**src/psl_defines.vh**
```
// register offsets, field positions and codes of the sequence logging status block
// assumes: included by the status block and its order memory
`ifndef PSL_DEFINES_VH
`define PSL_DEFINES_VH

`define PSL_ADDR_REC_STAT   8'h34
`define PSL_ADDR_OW_STAT    8'h35
`define PSL_ADDR_ORDER      8'h36
`define PSL_ADDR_LEVEL1     8'h40
`define PSL_ADDR_TS_BASE    8'h20
`define PSL_ADDR_ON_LOG     8'h50
`define PSL_ADDR_OFF_LOG    8'h58
`define PSL_ADDR_EXS_LOG    8'h60
`define PSL_ADDR_ENS_LOG    8'h68

`define PSL_BIT_ACTIVE      7
`define PSL_BIT_KIND_HI     6
`define PSL_BIT_KIND_LO     5
`define PSL_BIT_TS          4

`define PSL_KIND_ON         2'h0
`define PSL_KIND_OFF        2'h1
`define PSL_KIND_EXS        2'h2
`define PSL_KIND_ENS        2'h3

`define PSL_NUM_CH          6
`define PSL_CH_ALL          6'h3f
`define PSL_ORDER_ZERO      8'h00
`define PSL_ORDER_ONE       8'h01
`define PSL_SYNC_STAGES     3

`endif

```
**src/psl_status.v**
```verilog
// sequence recording status, overwrite status, rail order counter and level readout
// assumes: register port from the serial slave on sys_clk; pins are asynchronous
//
// Operation
// RL1: bit 7 high while a sequence records
// RL2: bits 6:5 give recorded sequence kind
// RL3: no overwrite: timestamp ready clears on ack
// RL4: overwrite: clears after enabled timestamps read
// RL5: ready plus active means timestamps being replaced
// RL6: four log ready flags clear on acks; the code clears them on acks only while log overwrite is off
// RL7: overwrite: log ready clears after enabled reads
// RL8: ready, active, matching kind means log overwritten
// RL9: timestamp lost flag on overwrite or drop
// RL10: per-sequence lost flags on overwrite or drop
// RL11: counter counts sync falls during sequences
// RL12: counter value is the channel order tag
// RL13: level code 5 mV steps from 0.2 V
// RL14: at 4x scaling, 20 mV steps from 0.8 V
// RL15: power-on log captures tags on rising request
// RL16: status registers read-only; acks are pulses
`timescale 1ns/100ps
`include "psl_defines.vh"

module psl_status (
  // clock and reset
  input  wire       sys_clk,
  input  wire       reset,
  // pins
  input  wire       power_on_request_pin,
  input  wire       sleep_pin,
  input  wire       sync_tag_n,
  input  wire [5:0] channel_good,
  // control bits held elsewhere
  input  wire       software_record_start,
  input  wire       timestamp_overwrite_enable,
  input  wire       log_overwrite_enable,
  input  wire [5:0] channel_enable_mask,
  input  wire       range_scaling_select,
  input  wire       timestamp_acknowledge,
  input  wire [3:0] log_acknowledge,
  // level sample
  input  wire       level_valid,
  input  wire [7:0] level_code,
  // register port
  input  wire       reg_rd,
  input  wire       reg_wr,
  input  wire [7:0] reg_addr,
  output reg  [7:0] reg_rdata_q,
  output wire       range_is_4x
);

  // three-stage synchronisers for the pins
  reg [2:0] act_s_q, slp_s_q, syn_s_q;
  reg       act_q, slp_q, syn_q;
  reg       recording_active_q;
  reg [1:0] recorded_phase_kind_q;
  reg       timestamp_ready_q, timestamp_lost_flag_q;
  reg [3:0] log_ready_q, log_lost_q;
  reg [7:0] order_count_q, level_q;
  reg [5:0] tagged_q, ts_read_q;
  reg [5:0] log_read_q [0:3];
  reg [5:0] good_s1_q, good_s2_q, good_s3_q, good_q;
  integer   i;
  integer   j;

  wire act_rise = ~act_q & act_s_q[1] & act_s_q[2];
  wire act_fall = act_q & ~act_s_q[1] & ~act_s_q[2];
  wire slp_rise = ~slp_q & slp_s_q[1] & slp_s_q[2];
  wire slp_fall = slp_q & ~slp_s_q[1] & ~slp_s_q[2];
  wire syn_fall = syn_q & ~syn_s_q[1] & ~syn_s_q[2];
  wire start    = act_rise | act_fall | slp_rise | slp_fall | software_record_start;
  wire done     = recording_active_q & ((tagged_q | ~channel_enable_mask) == `PSL_CH_ALL);
  wire [1:0] new_kind = act_rise ? `PSL_KIND_ON  : act_fall ? `PSL_KIND_OFF :
                        slp_rise ? `PSL_KIND_EXS : slp_fall ? `PSL_KIND_ENS :
                        `PSL_KIND_ON;

  // kind to one-hot flag position: bit 3 power on down to bit 0 sleep entry
  function [3:0] kind_bit;
    input [1:0] k;
    kind_bit = 4'h8 >> k;
  endfunction

  function [2:0] ch_of;
    input [7:0] a;
    input [7:0] base;
    ch_of = a[2:0] - base[2:0];
  endfunction

  // capture the current tag for each enabled channel as it comes good
  // one channel per cycle, so channels that go good together each get their tag written while can_store is high
  wire [5:0] new_good = good_q & ~tagged_q & channel_enable_mask;
  reg  [2:0] wr_ch;
  reg  [5:0] wr_bit;
  always @* begin
    wr_ch = 3'h0;
    wr_bit = 6'h00;
    for (j = `PSL_NUM_CH - 1; j >= 0; j = j - 1) begin
      if (new_good[j]) begin
        wr_ch = j[2:0];
        wr_bit = 6'h01 << j;
      end
    end
  end
  wire       can_store = log_overwrite_enable | ~log_ready_q[3 - recorded_phase_kind_q];
  wire       mem_we    = recording_active_q & (|new_good) & can_store;
  wire       in_log    = (reg_addr >= `PSL_ADDR_ON_LOG) & (reg_addr < (`PSL_ADDR_ENS_LOG + 8'h06));
  wire       in_ts     = (reg_addr >= `PSL_ADDR_TS_BASE) &
                         (reg_addr < (`PSL_ADDR_TS_BASE + 8'h06));
  wire [7:0] log_off   = reg_addr - `PSL_ADDR_ON_LOG;
  wire [1:0] rd_kind   = log_off[4:3];

  // read port left open: the log bytes are answered outside this status block
  psl_order_mem u_mem (
    .sys_clk   (sys_clk),
    .wr_en     (mem_we),
    .wr_addr   ({recorded_phase_kind_q, wr_ch}),
    .wr_data   (order_count_q), // RL12 RL15
    .rd_addr   ({rd_kind, reg_addr[2:0]}),
    .rd_data_q ()
  );

  assign range_is_4x = range_scaling_select; // RL13 RL14

  always @(posedge sys_clk) begin
    if (reset) begin
      act_s_q <= 3'h0;
      slp_s_q <= 3'h0;
      syn_s_q <= 3'h7;
      act_q <= 1'b0;
      slp_q <= 1'b0;
      syn_q <= 1'b1;
      good_s1_q <= 6'h00;
      good_s2_q <= 6'h00;
      good_s3_q <= 6'h00;
      good_q <= 6'h00;
      recording_active_q <= 1'b0;
      recorded_phase_kind_q <= `PSL_KIND_ON;
      timestamp_ready_q <= 1'b0;
      timestamp_lost_flag_q <= 1'b0;
      log_ready_q <= 4'h0;
      log_lost_q <= 4'h0;
      order_count_q <= `PSL_ORDER_ZERO;
      level_q <= `PSL_ORDER_ZERO;
      tagged_q <= 6'h00;
      ts_read_q <= 6'h00;
      for (i = 0; i < 4; i = i + 1) log_read_q[i] <= 6'h00;
    end else begin
      // a pin change counts once two stages agree, so one glitch cannot start a sequence
      act_s_q <= {act_s_q[1:0], power_on_request_pin};
      slp_s_q <= {slp_s_q[1:0], sleep_pin};
      syn_s_q <= {syn_s_q[1:0], sync_tag_n};
      good_s1_q <= channel_good;
      good_s2_q <= good_s1_q;
      good_s3_q <= good_s2_q;
      good_q <= (good_s2_q & good_s3_q) | (good_q & (good_s2_q | good_s3_q));
      if (act_s_q[1] == act_s_q[2]) act_q <= act_s_q[2];
      if (slp_s_q[1] == slp_s_q[2]) slp_q <= slp_s_q[2];
      if (syn_s_q[1] == syn_s_q[2]) syn_q <= syn_s_q[2];
      if (level_valid) level_q <= level_code; // RL13
      // start of a sequence; a new start restarts recording
      if (start) begin
        recording_active_q <= 1'b1; // RL1
        recorded_phase_kind_q <= new_kind; // RL2
        order_count_q <= `PSL_ORDER_ZERO;
        tagged_q <= 6'h00;
      end else if (done) begin
        recording_active_q <= 1'b0; // RL1
        // completion sets ready unless ready is still set without overwrite; a set wins over any clear this cycle
        if (timestamp_ready_q) timestamp_lost_flag_q <= 1'b1; // RL9
        if (log_ready_q[3 - recorded_phase_kind_q])
          log_lost_q <= log_lost_q | kind_bit(recorded_phase_kind_q); // RL10
      end else if (recording_active_q) begin
        if (syn_fall) order_count_q <= order_count_q + `PSL_ORDER_ONE; // RL11
        tagged_q <= tagged_q | wr_bit; // RL15
      end
      // timestamp ready
      if (done & (timestamp_overwrite_enable | ~timestamp_ready_q)) begin
        timestamp_ready_q <= 1'b1; // RL5
        ts_read_q <= 6'h00;
      end else if (~timestamp_overwrite_enable & timestamp_acknowledge) begin
        timestamp_ready_q <= 1'b0; // RL3 RL16
      end else if (timestamp_overwrite_enable &
                   ((ts_read_q | ~channel_enable_mask) == `PSL_CH_ALL)) begin
        timestamp_ready_q <= 1'b0; // RL4
      end else if (reg_rd & in_ts) begin
        ts_read_q[reg_addr[2:0]] <= 1'b1;
      end
      // log ready flags
      for (i = 0; i < 4; i = i + 1) begin
        if (done & (kind_bit(recorded_phase_kind_q) == (4'h1 << i)) &
            (log_overwrite_enable | ~log_ready_q[i])) begin
          log_ready_q[i] <= 1'b1; // RL8
          log_read_q[3 - i] <= 6'h00;
        end else if (~log_overwrite_enable & log_acknowledge[i]) begin
          log_ready_q[i] <= 1'b0; // RL6 RL16
        end else if (log_overwrite_enable &
                     ((log_read_q[3 - i] | ~channel_enable_mask) == `PSL_CH_ALL)) begin
          log_ready_q[i] <= 1'b0; // RL7
        end
      end
      if (reg_rd & in_log & (reg_addr[2:0] < 3'h6))
        log_read_q[rd_kind][reg_addr[2:0]] <= 1'b1;
    end
  end

  // register read mux; writes to these addresses are ignored
  always @(posedge sys_clk) begin
    if (reset) begin
      reg_rdata_q <= `PSL_ORDER_ZERO;
    end else if (reg_rd) begin
      if (reg_addr == `PSL_ADDR_REC_STAT)
        reg_rdata_q <= {recording_active_q, recorded_phase_kind_q,
                        timestamp_ready_q, log_ready_q}; // RL1 RL2 RL6
      else if (reg_addr == `PSL_ADDR_OW_STAT)
        reg_rdata_q <= {3'h0, timestamp_lost_flag_q, log_lost_q}; // RL9 RL10
      else if (reg_addr == `PSL_ADDR_ORDER)
        reg_rdata_q <= order_count_q; // RL11
      else if (reg_addr == `PSL_ADDR_LEVEL1)
        reg_rdata_q <= level_q;
      else
        reg_rdata_q <= `PSL_ORDER_ZERO;
    end
  end

endmodule // psl_status

```
**src/psl_order_mem.v**
```verilog
// order log memory: four sequences by six channels, 8-bit tags
// assumes: single clock, one write and one registered read per cycle
`timescale 1ns/100ps
`include "psl_defines.vh"

module psl_order_mem (
  // clock
  input  wire       sys_clk,
  // write port
  input  wire       wr_en,
  input  wire [4:0] wr_addr,
  input  wire [7:0] wr_data,
  // read port
  input  wire [4:0] rd_addr,
  output reg  [7:0] rd_data_q
);

  reg [7:0] mem [0:31];

  // contents need no reset; the ready flags say when a log is valid
  always @(posedge sys_clk) begin
    if (wr_en) begin
      mem[wr_addr] <= wr_data;
    end
    rd_data_q <= mem[rd_addr];
  end

endmodule // psl_order_mem

```
**config.mk**
```make
export PLATFORM = sky130hd
export DESIGN_NAME = psl_status
export DESIGN_NICKNAME = d
export VERILOG_FILES = /design/src/psl_status.v /design/src/psl_order_mem.v
export VERILOG_INCLUDE_DIRS = /design/src /design/src/src
export SDC_FILE = /design/constraint.sdc
export NUM_CORES = 1
export LEC_CHECK = 0
export BUFFER_PORTS_ARGS = -buffer_cell sky130_fd_sc_hd__buf_2
export CAP_MARGIN = 20
export CORE_ASPECT_RATIO = 0.5
export CORE_UTILIZATION = 60
export CTS_BUF_LIST = sky130_fd_sc_hd__clkbuf_4
export DETAILED_ROUTE_END_ITERATION = 8
export PLACE_DENSITY_LB_ADDON = 0.1
export SLEW_MARGIN = 10
export SYNTH_ARGS = -nofsm -noshare
export SYNTH_HDL_FRONTEND = slang
export SYNTH_SLANG_ARGS = --single-unit
```
**constraint.sdc**
```tcl
create_clock -name sys_clk -period 1.93 [get_ports sys_clk]
set_input_delay 0.386 -clock sys_clk [delete_from_list [all_inputs] [get_ports sys_clk]]
set_output_delay 0.386 -clock sys_clk [all_outputs]
set_load 0.01 [all_outputs]
```
==> results of run 1 <==
-- worst max-delay path, stage by stage (launching register included) --
cell      delay, ns
dfxtp_1        0.35
nor2b_1        0.20
a2111o_4       0.20
buf_4          0.16
o21ai_1        0.12
or4_1          0.53
a21oi_1        0.15
-- metal layers --
metal	vias to the layer above	track usage
li1	1883	-
met1	1781	0.366
met2	96	0.396
met3	14	0.0720
met4	0	0.0777
met5	-	0
-- worst min path at each step --
stage | endpoint | slack (ns) | depth (start not counted)
after global placement | syn_s_q[1]$_SDFF_PP1_ | 0.39 | 1
after detailed placement | syn_s_q[1]$_SDFF_PP1_ | 0.39 | 1
after global routing | syn_s_q[0]$_SDFF_PP1_ | 0.03 | 2
final | syn_s_q[0]$_SDFF_PP1_ | 0.08 | 2
after CTS | syn_s_q[0]$_SDFF_PP1_ | 0.06 | 2
after floorplan | syn_s_q[1]$_SDFF_PP1_ | 0.38 | 1
-- layout by cell type (no fill, tap or decap), types with 4 or more instances in the layout --
cell type  instances
a211oi_1           5
a21oi_1           38
a22o_1             7
and3_1             4
buf_2             50
buf_4             27
clkbuf_4           9
dfxtp_1          109
inv_1             26
mux2i_1           13
nand2_1           26
nand2b_1          16
nand3_1            5
nand3b_1           4
nand4_1            5
nor2_1            33
nor2b_1           37
nor3_1             6
o21ai_0           11
o21ai_1            5
o221ai_1           8
o22ai_1            9
o2bb2ai_1         20
o32ai_1            6
or3_1              8
xor2_1             5
-- state kept, by name (all words and copies together) (netlist names) --
| name | flops |
|---|---|
| act_s_q | 3 |
| recorded_phase_kind_q | 2 |
| syn_q | 1 |
| act_q | 1 |
| slp_q | 1 |
| log_ready_q | 4 |
| ts_read_q | 6 |
| good_s1_q | 6 |
| good_q | 6 |
| timestamp_lost_flag_q | 1 |
| tagged_q | 6 |
| good_s3_q | 6 |
| good_s2_q | 6 |
| reg_rdata_q | 8 |
| log_lost_q | 4 |
| log_read_q | 24 |
| level_q | 8 |
| order_count_q | 8 |
| timestamp_ready_q | 1 |
| recording_active_q | 1 |
| slp_s_q | 3 |
| syn_s_q | 3 |
-- through the flow --
step | total power, mW | setup WS, ns | utilization | std cells | setup TNS, ns
after floorplan | 2.54 | 0.196 | - | 482 | 0
after global placement | 2.68 | -0.0335 | 0.695 | 636 | -0.131
after detailed placement | 2.69 | -0.0412 | 0.695 | 636 | -0.252
after CTS | 3.82 | 0.161 | 0.716 | 652 | 0
after global routing | 3.97 | 0.0672 | 0.716 | 652 | 0
final | 3.80 | 0.162 | 0.716 | 652 | 0
-- power by group --
group / total (mW) / switching, mW / internal [mW]
Clock: 1.16 / 0.843 / 0.315
Combinational: 0.331 / 0.189 / 0.142
Sequential: 2.31 / 0.0204 / 2.29
-- logic make-up (layout without fill, tap and decap cells) --
kind of cell | count (synthesis) | in the layout
xor gates and xnor gates | 5 | 5
muxes | 13 | 13
AOI/OAI and AO/OA | 138 | 138
and+or+nand+nor | 167 | 167
buffers and inverters | 49 | 123
adders and majority gates | 1 | 1
DFF | 109 | 109
-- cells in the mapped netlist, types with 6 or more instances --
cell and n:
a22o_1 7, a21oi_1 38, inv_1 26, mux2i_1 13, nand2b_1 16, nor3_1 6, nor2_1 33, o21ai_0 11
clkbuf_1 12, o22ai_1 9, or3_1 8, nand2_1 26, o221ai_1 8, dfxtp_1 109, nor2b_1 37, o2bb2ai_1 20
o32ai_1 6
-- layout make-up --
cell class | count | area [sq um]
Clock buffer | 9 | 67.6
Clock inverter | 7 | 85.1
Fill cell | 591 | 2090
Inverter | 27 | 101
Multi-Input combinational cell | 324 | 2190
Sequential cell | 109 | 2180
Tap cell | 96 | 120
Timing Repair Buffer | 80 | 513
==> flow_summary.ini, run 1 <==
[clocking]
clk-insertion-delay-late_ns = 0.47
cts_sinks = 109
clock_path_buffers = 2
hold_buffers = 0
post_cts_buffers = 0
cts_resized = 0
htreeDepth = 3
tritoncts = yes
cts_inserted_buffers = 9
cts.reportedPaths.clkPinSlew_ns = 0.18
root_buffer = clkbuf_4

[drt]
wl_met1_microns = 4980
route.met2.wl_microns = 4310
routed_wirelength_microns = 10100
viasPerCell = 5.79
routed.top_layer = met4
firstDrtPassIters = 6
drt_iter0_drc = 319
dr_wl_met3_microns = 663
ant_nets = 0
num_vias = 3774
drc_errors = 2
wl_per_cell_microns = 15.5

[global_route]
grt_pass1_wl_microns = 16200
grt_max_degree = 33
grt.overflow.total = 0
antenna_found_initial = 0
first_global_vias = 3345
grt_usage = 0.262

[die]
top_level_ports = 54
num_rows = 22
fp.coreArea_sq_mm = 0.00735
dieArea_sq_mm = 0.00800
die_x_microns = 125
initial_utilization = 0.622
die_y_microns = 63.7

[yosys]
ys_types = 63
synth_compound_area_frac = 0.229
synth-edff-count = 0
syn_area_sq_mm = 0.00457
synthTopCellsByArea = dfxtp_1 48%, nor2b_1 5.1%, a21oi_1 4.2%
synth.area.mux_share = 0.0284
synth_top_family_by_area = compound AO/OA/AOI/OAI gates
synth_fa_ha_area_frac = 0.00274
yosysTopAreaCellShare = 0.477
yosys.area_share.simple = 0.209
async_flop_share = 0
avgSynthCellArea_sq_um = 9.49
ys_seq_area_frac = 0.477
synthCells = 482
yosysTopAreaCell = dfxtp_1
synth_nets = 528
yosysWarningCount = 0
synth_xor_area_frac = 0.00957
synth-seq-cells = 109
yosys_most_used_dff = dfxtp_1

[sta]
worst_slew_pin_slew_ns = 0.398
min_period_ns = 1.77
timing.fmax_ghz = 0.566
clock_skew_ns = 0.0207
rsz0062_at_grt = false
finalHoldViolCount = 0
slew_headroom = 0.734
setup_viol = 0
whs_ns = 0.0765
maxSlewViolCount = 0
fin_crit_sh = 0.916

[finish]
diodes = 0
nets = 597
design_area_sq_mm = 0.00526
drive_gt1_frac = 0.203
syn_to_final_growth_pct = 15.0

[setup_path]
r2r_start = tagged_q[3]$_SDFFE_PP0P_
path_max_fanout = 6
startpoint_type = flip-flop
ff2ff_setup_slack_ns = 0.16
worstSetupPathType = reg -> reg
required_ns = 2.34
worstReg2RegEnd = order_count_q[7]$_SDFFE_PP0P_
worstSetupStartpoint = tagged_q[3]$_SDFFE_PP0P_
worstSetupEndpointType = flip-flop
r2r_cells = 6
crit_end = order_count_q[7]$_SDFFE_PP0P_
cp.arrival_ns = 2.18

[placed_design]
dpl_cell_area_sq_mm = 0.00511
io_buffers = 50
dp_hpwl_microns = 7670
gp_congestion = 0.883

[pwr]
p_per_area_mw_per_mm2 = 723
ir_drop_mv = 0.521
p_leak_nw = 1.98

[run_status]
status = complete, but fails checks
violations = DRC

[flow_run]
maxCapViolCount = 0

[worst_hold_path]
min_path_type = in -> reg
worstHoldStart = sync_tag_n
No activity file was read; power rests on OpenSTA's default activity.
==> inputs of run 2 (changes only) <==
- CORE_MARGIN: not set -> 1.5
==> run 2 against run 1 <==
Net effect: the flow now finishes without violations; largest power group unchanged; cell count grew 0.31%; count of clock-buffer cells in the layout grew 1; first-iteration DRC count grew 9.4%; wire length grew 0.43%; global-route usage grew 0.39 points.
==> flow_summary.ini, run 2 (synthesis gave the netlist of run 1 again) <==
[drt]
firstDrtPassIters = 5
drt_iter0_drc = 349
ant_nets = 0
num_vias = 3768
drc_errors = 0
routed_wirelength_microns = 10200
wl_per_cell_microns = 15.6
viasPerCell = 5.76

[clocking]
cts.reportedPaths.clkPinSlew_ns = 0.18
cts_inserted_buffers = 9
hold_buffers = 0
post_cts_buffers = 0
cts_resized = 0
clock_path_buffers = 2
root_buffer = clkbuf_4
cts_sinks = 109
tritoncts = yes
clk-insertion-delay-late_ns = 0.49
htreeDepth = 3

[setup_path]
startpoint_type = flip-flop
worstReg2RegEnd = log_read_q[3][2]$_DFF_P_
required_ns = 2.33
cp.arrival_ns = 2.20
worstSetupEndpointType = flip-flop
r2r_cells = 5
worstSetupPathType = reg -> reg
r2r_start = tagged_q[4]$_SDFFE_PP0P_
path_max_fanout = 8
ff2ff_setup_slack_ns = 0.13

[global_route]
grt.overflow.total = 0
grt_usage = 0.266
grt_pass1_wl_microns = 16600
first_global_vias = 3318
antenna_found_initial = 1
grt_max_degree = 53

[die]
num_rows = 22
die_y_microns = 64.7
top_level_ports = 54
initial_utilization = 0.622
fp.coreArea_sq_mm = 0.00735
die_x_microns = 126
dieArea_sq_mm = 0.00819

[sta]
timing.fmax_ghz = 0.557
rsz0062_at_grt = false
fin_ws_ns = 0.134
min_period_ns = 1.80
finalHoldViolCount = 0
clock_skew_ns = 0.0195
worst_slew_pin_slew_ns = 0.412
maxSlewViolCount = 0
fin_crit_sh = 0.930
finalSetupTns_ns = 0
setup_viol = 0
slew_headroom = 0.724

[run_status]
status = finished, final reports clean

[finish]
largest_register = log_read_q
fin_util = 0.713
mostFrequentLayoutCell = dfxtp_1
nets = 599
layout_common_cells = 109 x dfxtp_1, 50 x buf_2, 38 x a21oi_1, 37 x nor2b_1, 33 x nor2_1
largest_register_ffs = 24
drive_gt1_frac = 0.206
diodes = 0
syn_to_final_growth_pct = 14.5

[placed_design]
dp_hpwl_microns = 7550
post-place-ws_ns = -0.0826
io_buffers = 50
gp_congestion = 0.890

[pwr]
ir_drop_mv = 0.530
p_per_area_mw_per_mm2 = 723
p_total_mw = 3.79
p_leak_nw = 1.98

[worst_hold_path]
min_path_type = in -> reg
min_path_cells = 2
worstHoldStart = sync_tag_n
min_to = syn_s_q[0]$_SDFF_PP1_

[flow_run]
maxCapViolCount = 0
==> run 2: routing by layer <==
| metal | vias to the layer above | part of all wire | global-route usage |
|---|---|---|---|
| met5 | - | 0 | 0 |
| li1 | 1887 | - | - |
| met1 | 1761 | 0.51 | 0.388 |
| met2 | 107 | 0.43 | 0.391 |
| met3 | 13 | 0.054 | 0.0718 |
| met4 | 0 | 0.0083 | 0.0675 |
==> run 2: cell type report <==
class                           instances  area, sq um
Clock buffer                           10         75.1
Clock inverter                          6         65.1
Fill cell                             612         2110
Inverter                               27          101
Multi-Input combinational cell        324         2190
Sequential cell                       109         2180
Tap cell                               96          120
Timing Repair Buffer                   82          503
==> run 2: worst max path at each step <==
stage | startpoint | end
after CTS | tagged_q[4]$_SDFFE_PP0P_ | log_read_q[3][2]$_DFF_P_
after global routing | tagged_q[3]$_SDFFE_PP0P_ | order_count_q[7]$_SDFFE_PP0P_
after global placement | channel_enable_mask[4] | log_read_q[3][2]$_DFF_P_
final | tagged_q[4]$_SDFFE_PP0P_ | log_read_q[3][2]$_DFF_P_
after detailed placement | reg_addr[3] | reg_rdata_q[6]$_SDFFE_PP0P_
after floorplan | reg_addr[0] | reg_rdata_q[1]$_SDFFE_PP0P_
==> run 2: worst max-delay path: stages (launching register included) <==
cell and delay, ns:
dfxtp_1 0.41, nor2b_1 0.07, a2111o_4 0.53, nor2_8 0.19, a41oi_2 0.26, a22o_1 0.25
==> run 2: through the flow <==
| stage | hold WS (ns) | cells | area, sq um |
|---|---|---|---|
| floorplan | 0.383 | 482 | 4570 |
| global placement | 0.389 | 638 | 5100 |
| detailed placement | 0.388 | 638 | 5100 |
| CTS | 0.0270 | 654 | 5240 |
| global route | 0.0256 | 654 | 5240 |
| finish | 0.0572 | 654 | 5240 |
==> run 2: where the power goes <==
group	internal (mW)	switching [mW]	leakage [nW]
clock	0.323	0.817	0.0786
combinational	0.141	0.189	1.02
sequential	2.29	0.0211	0.885
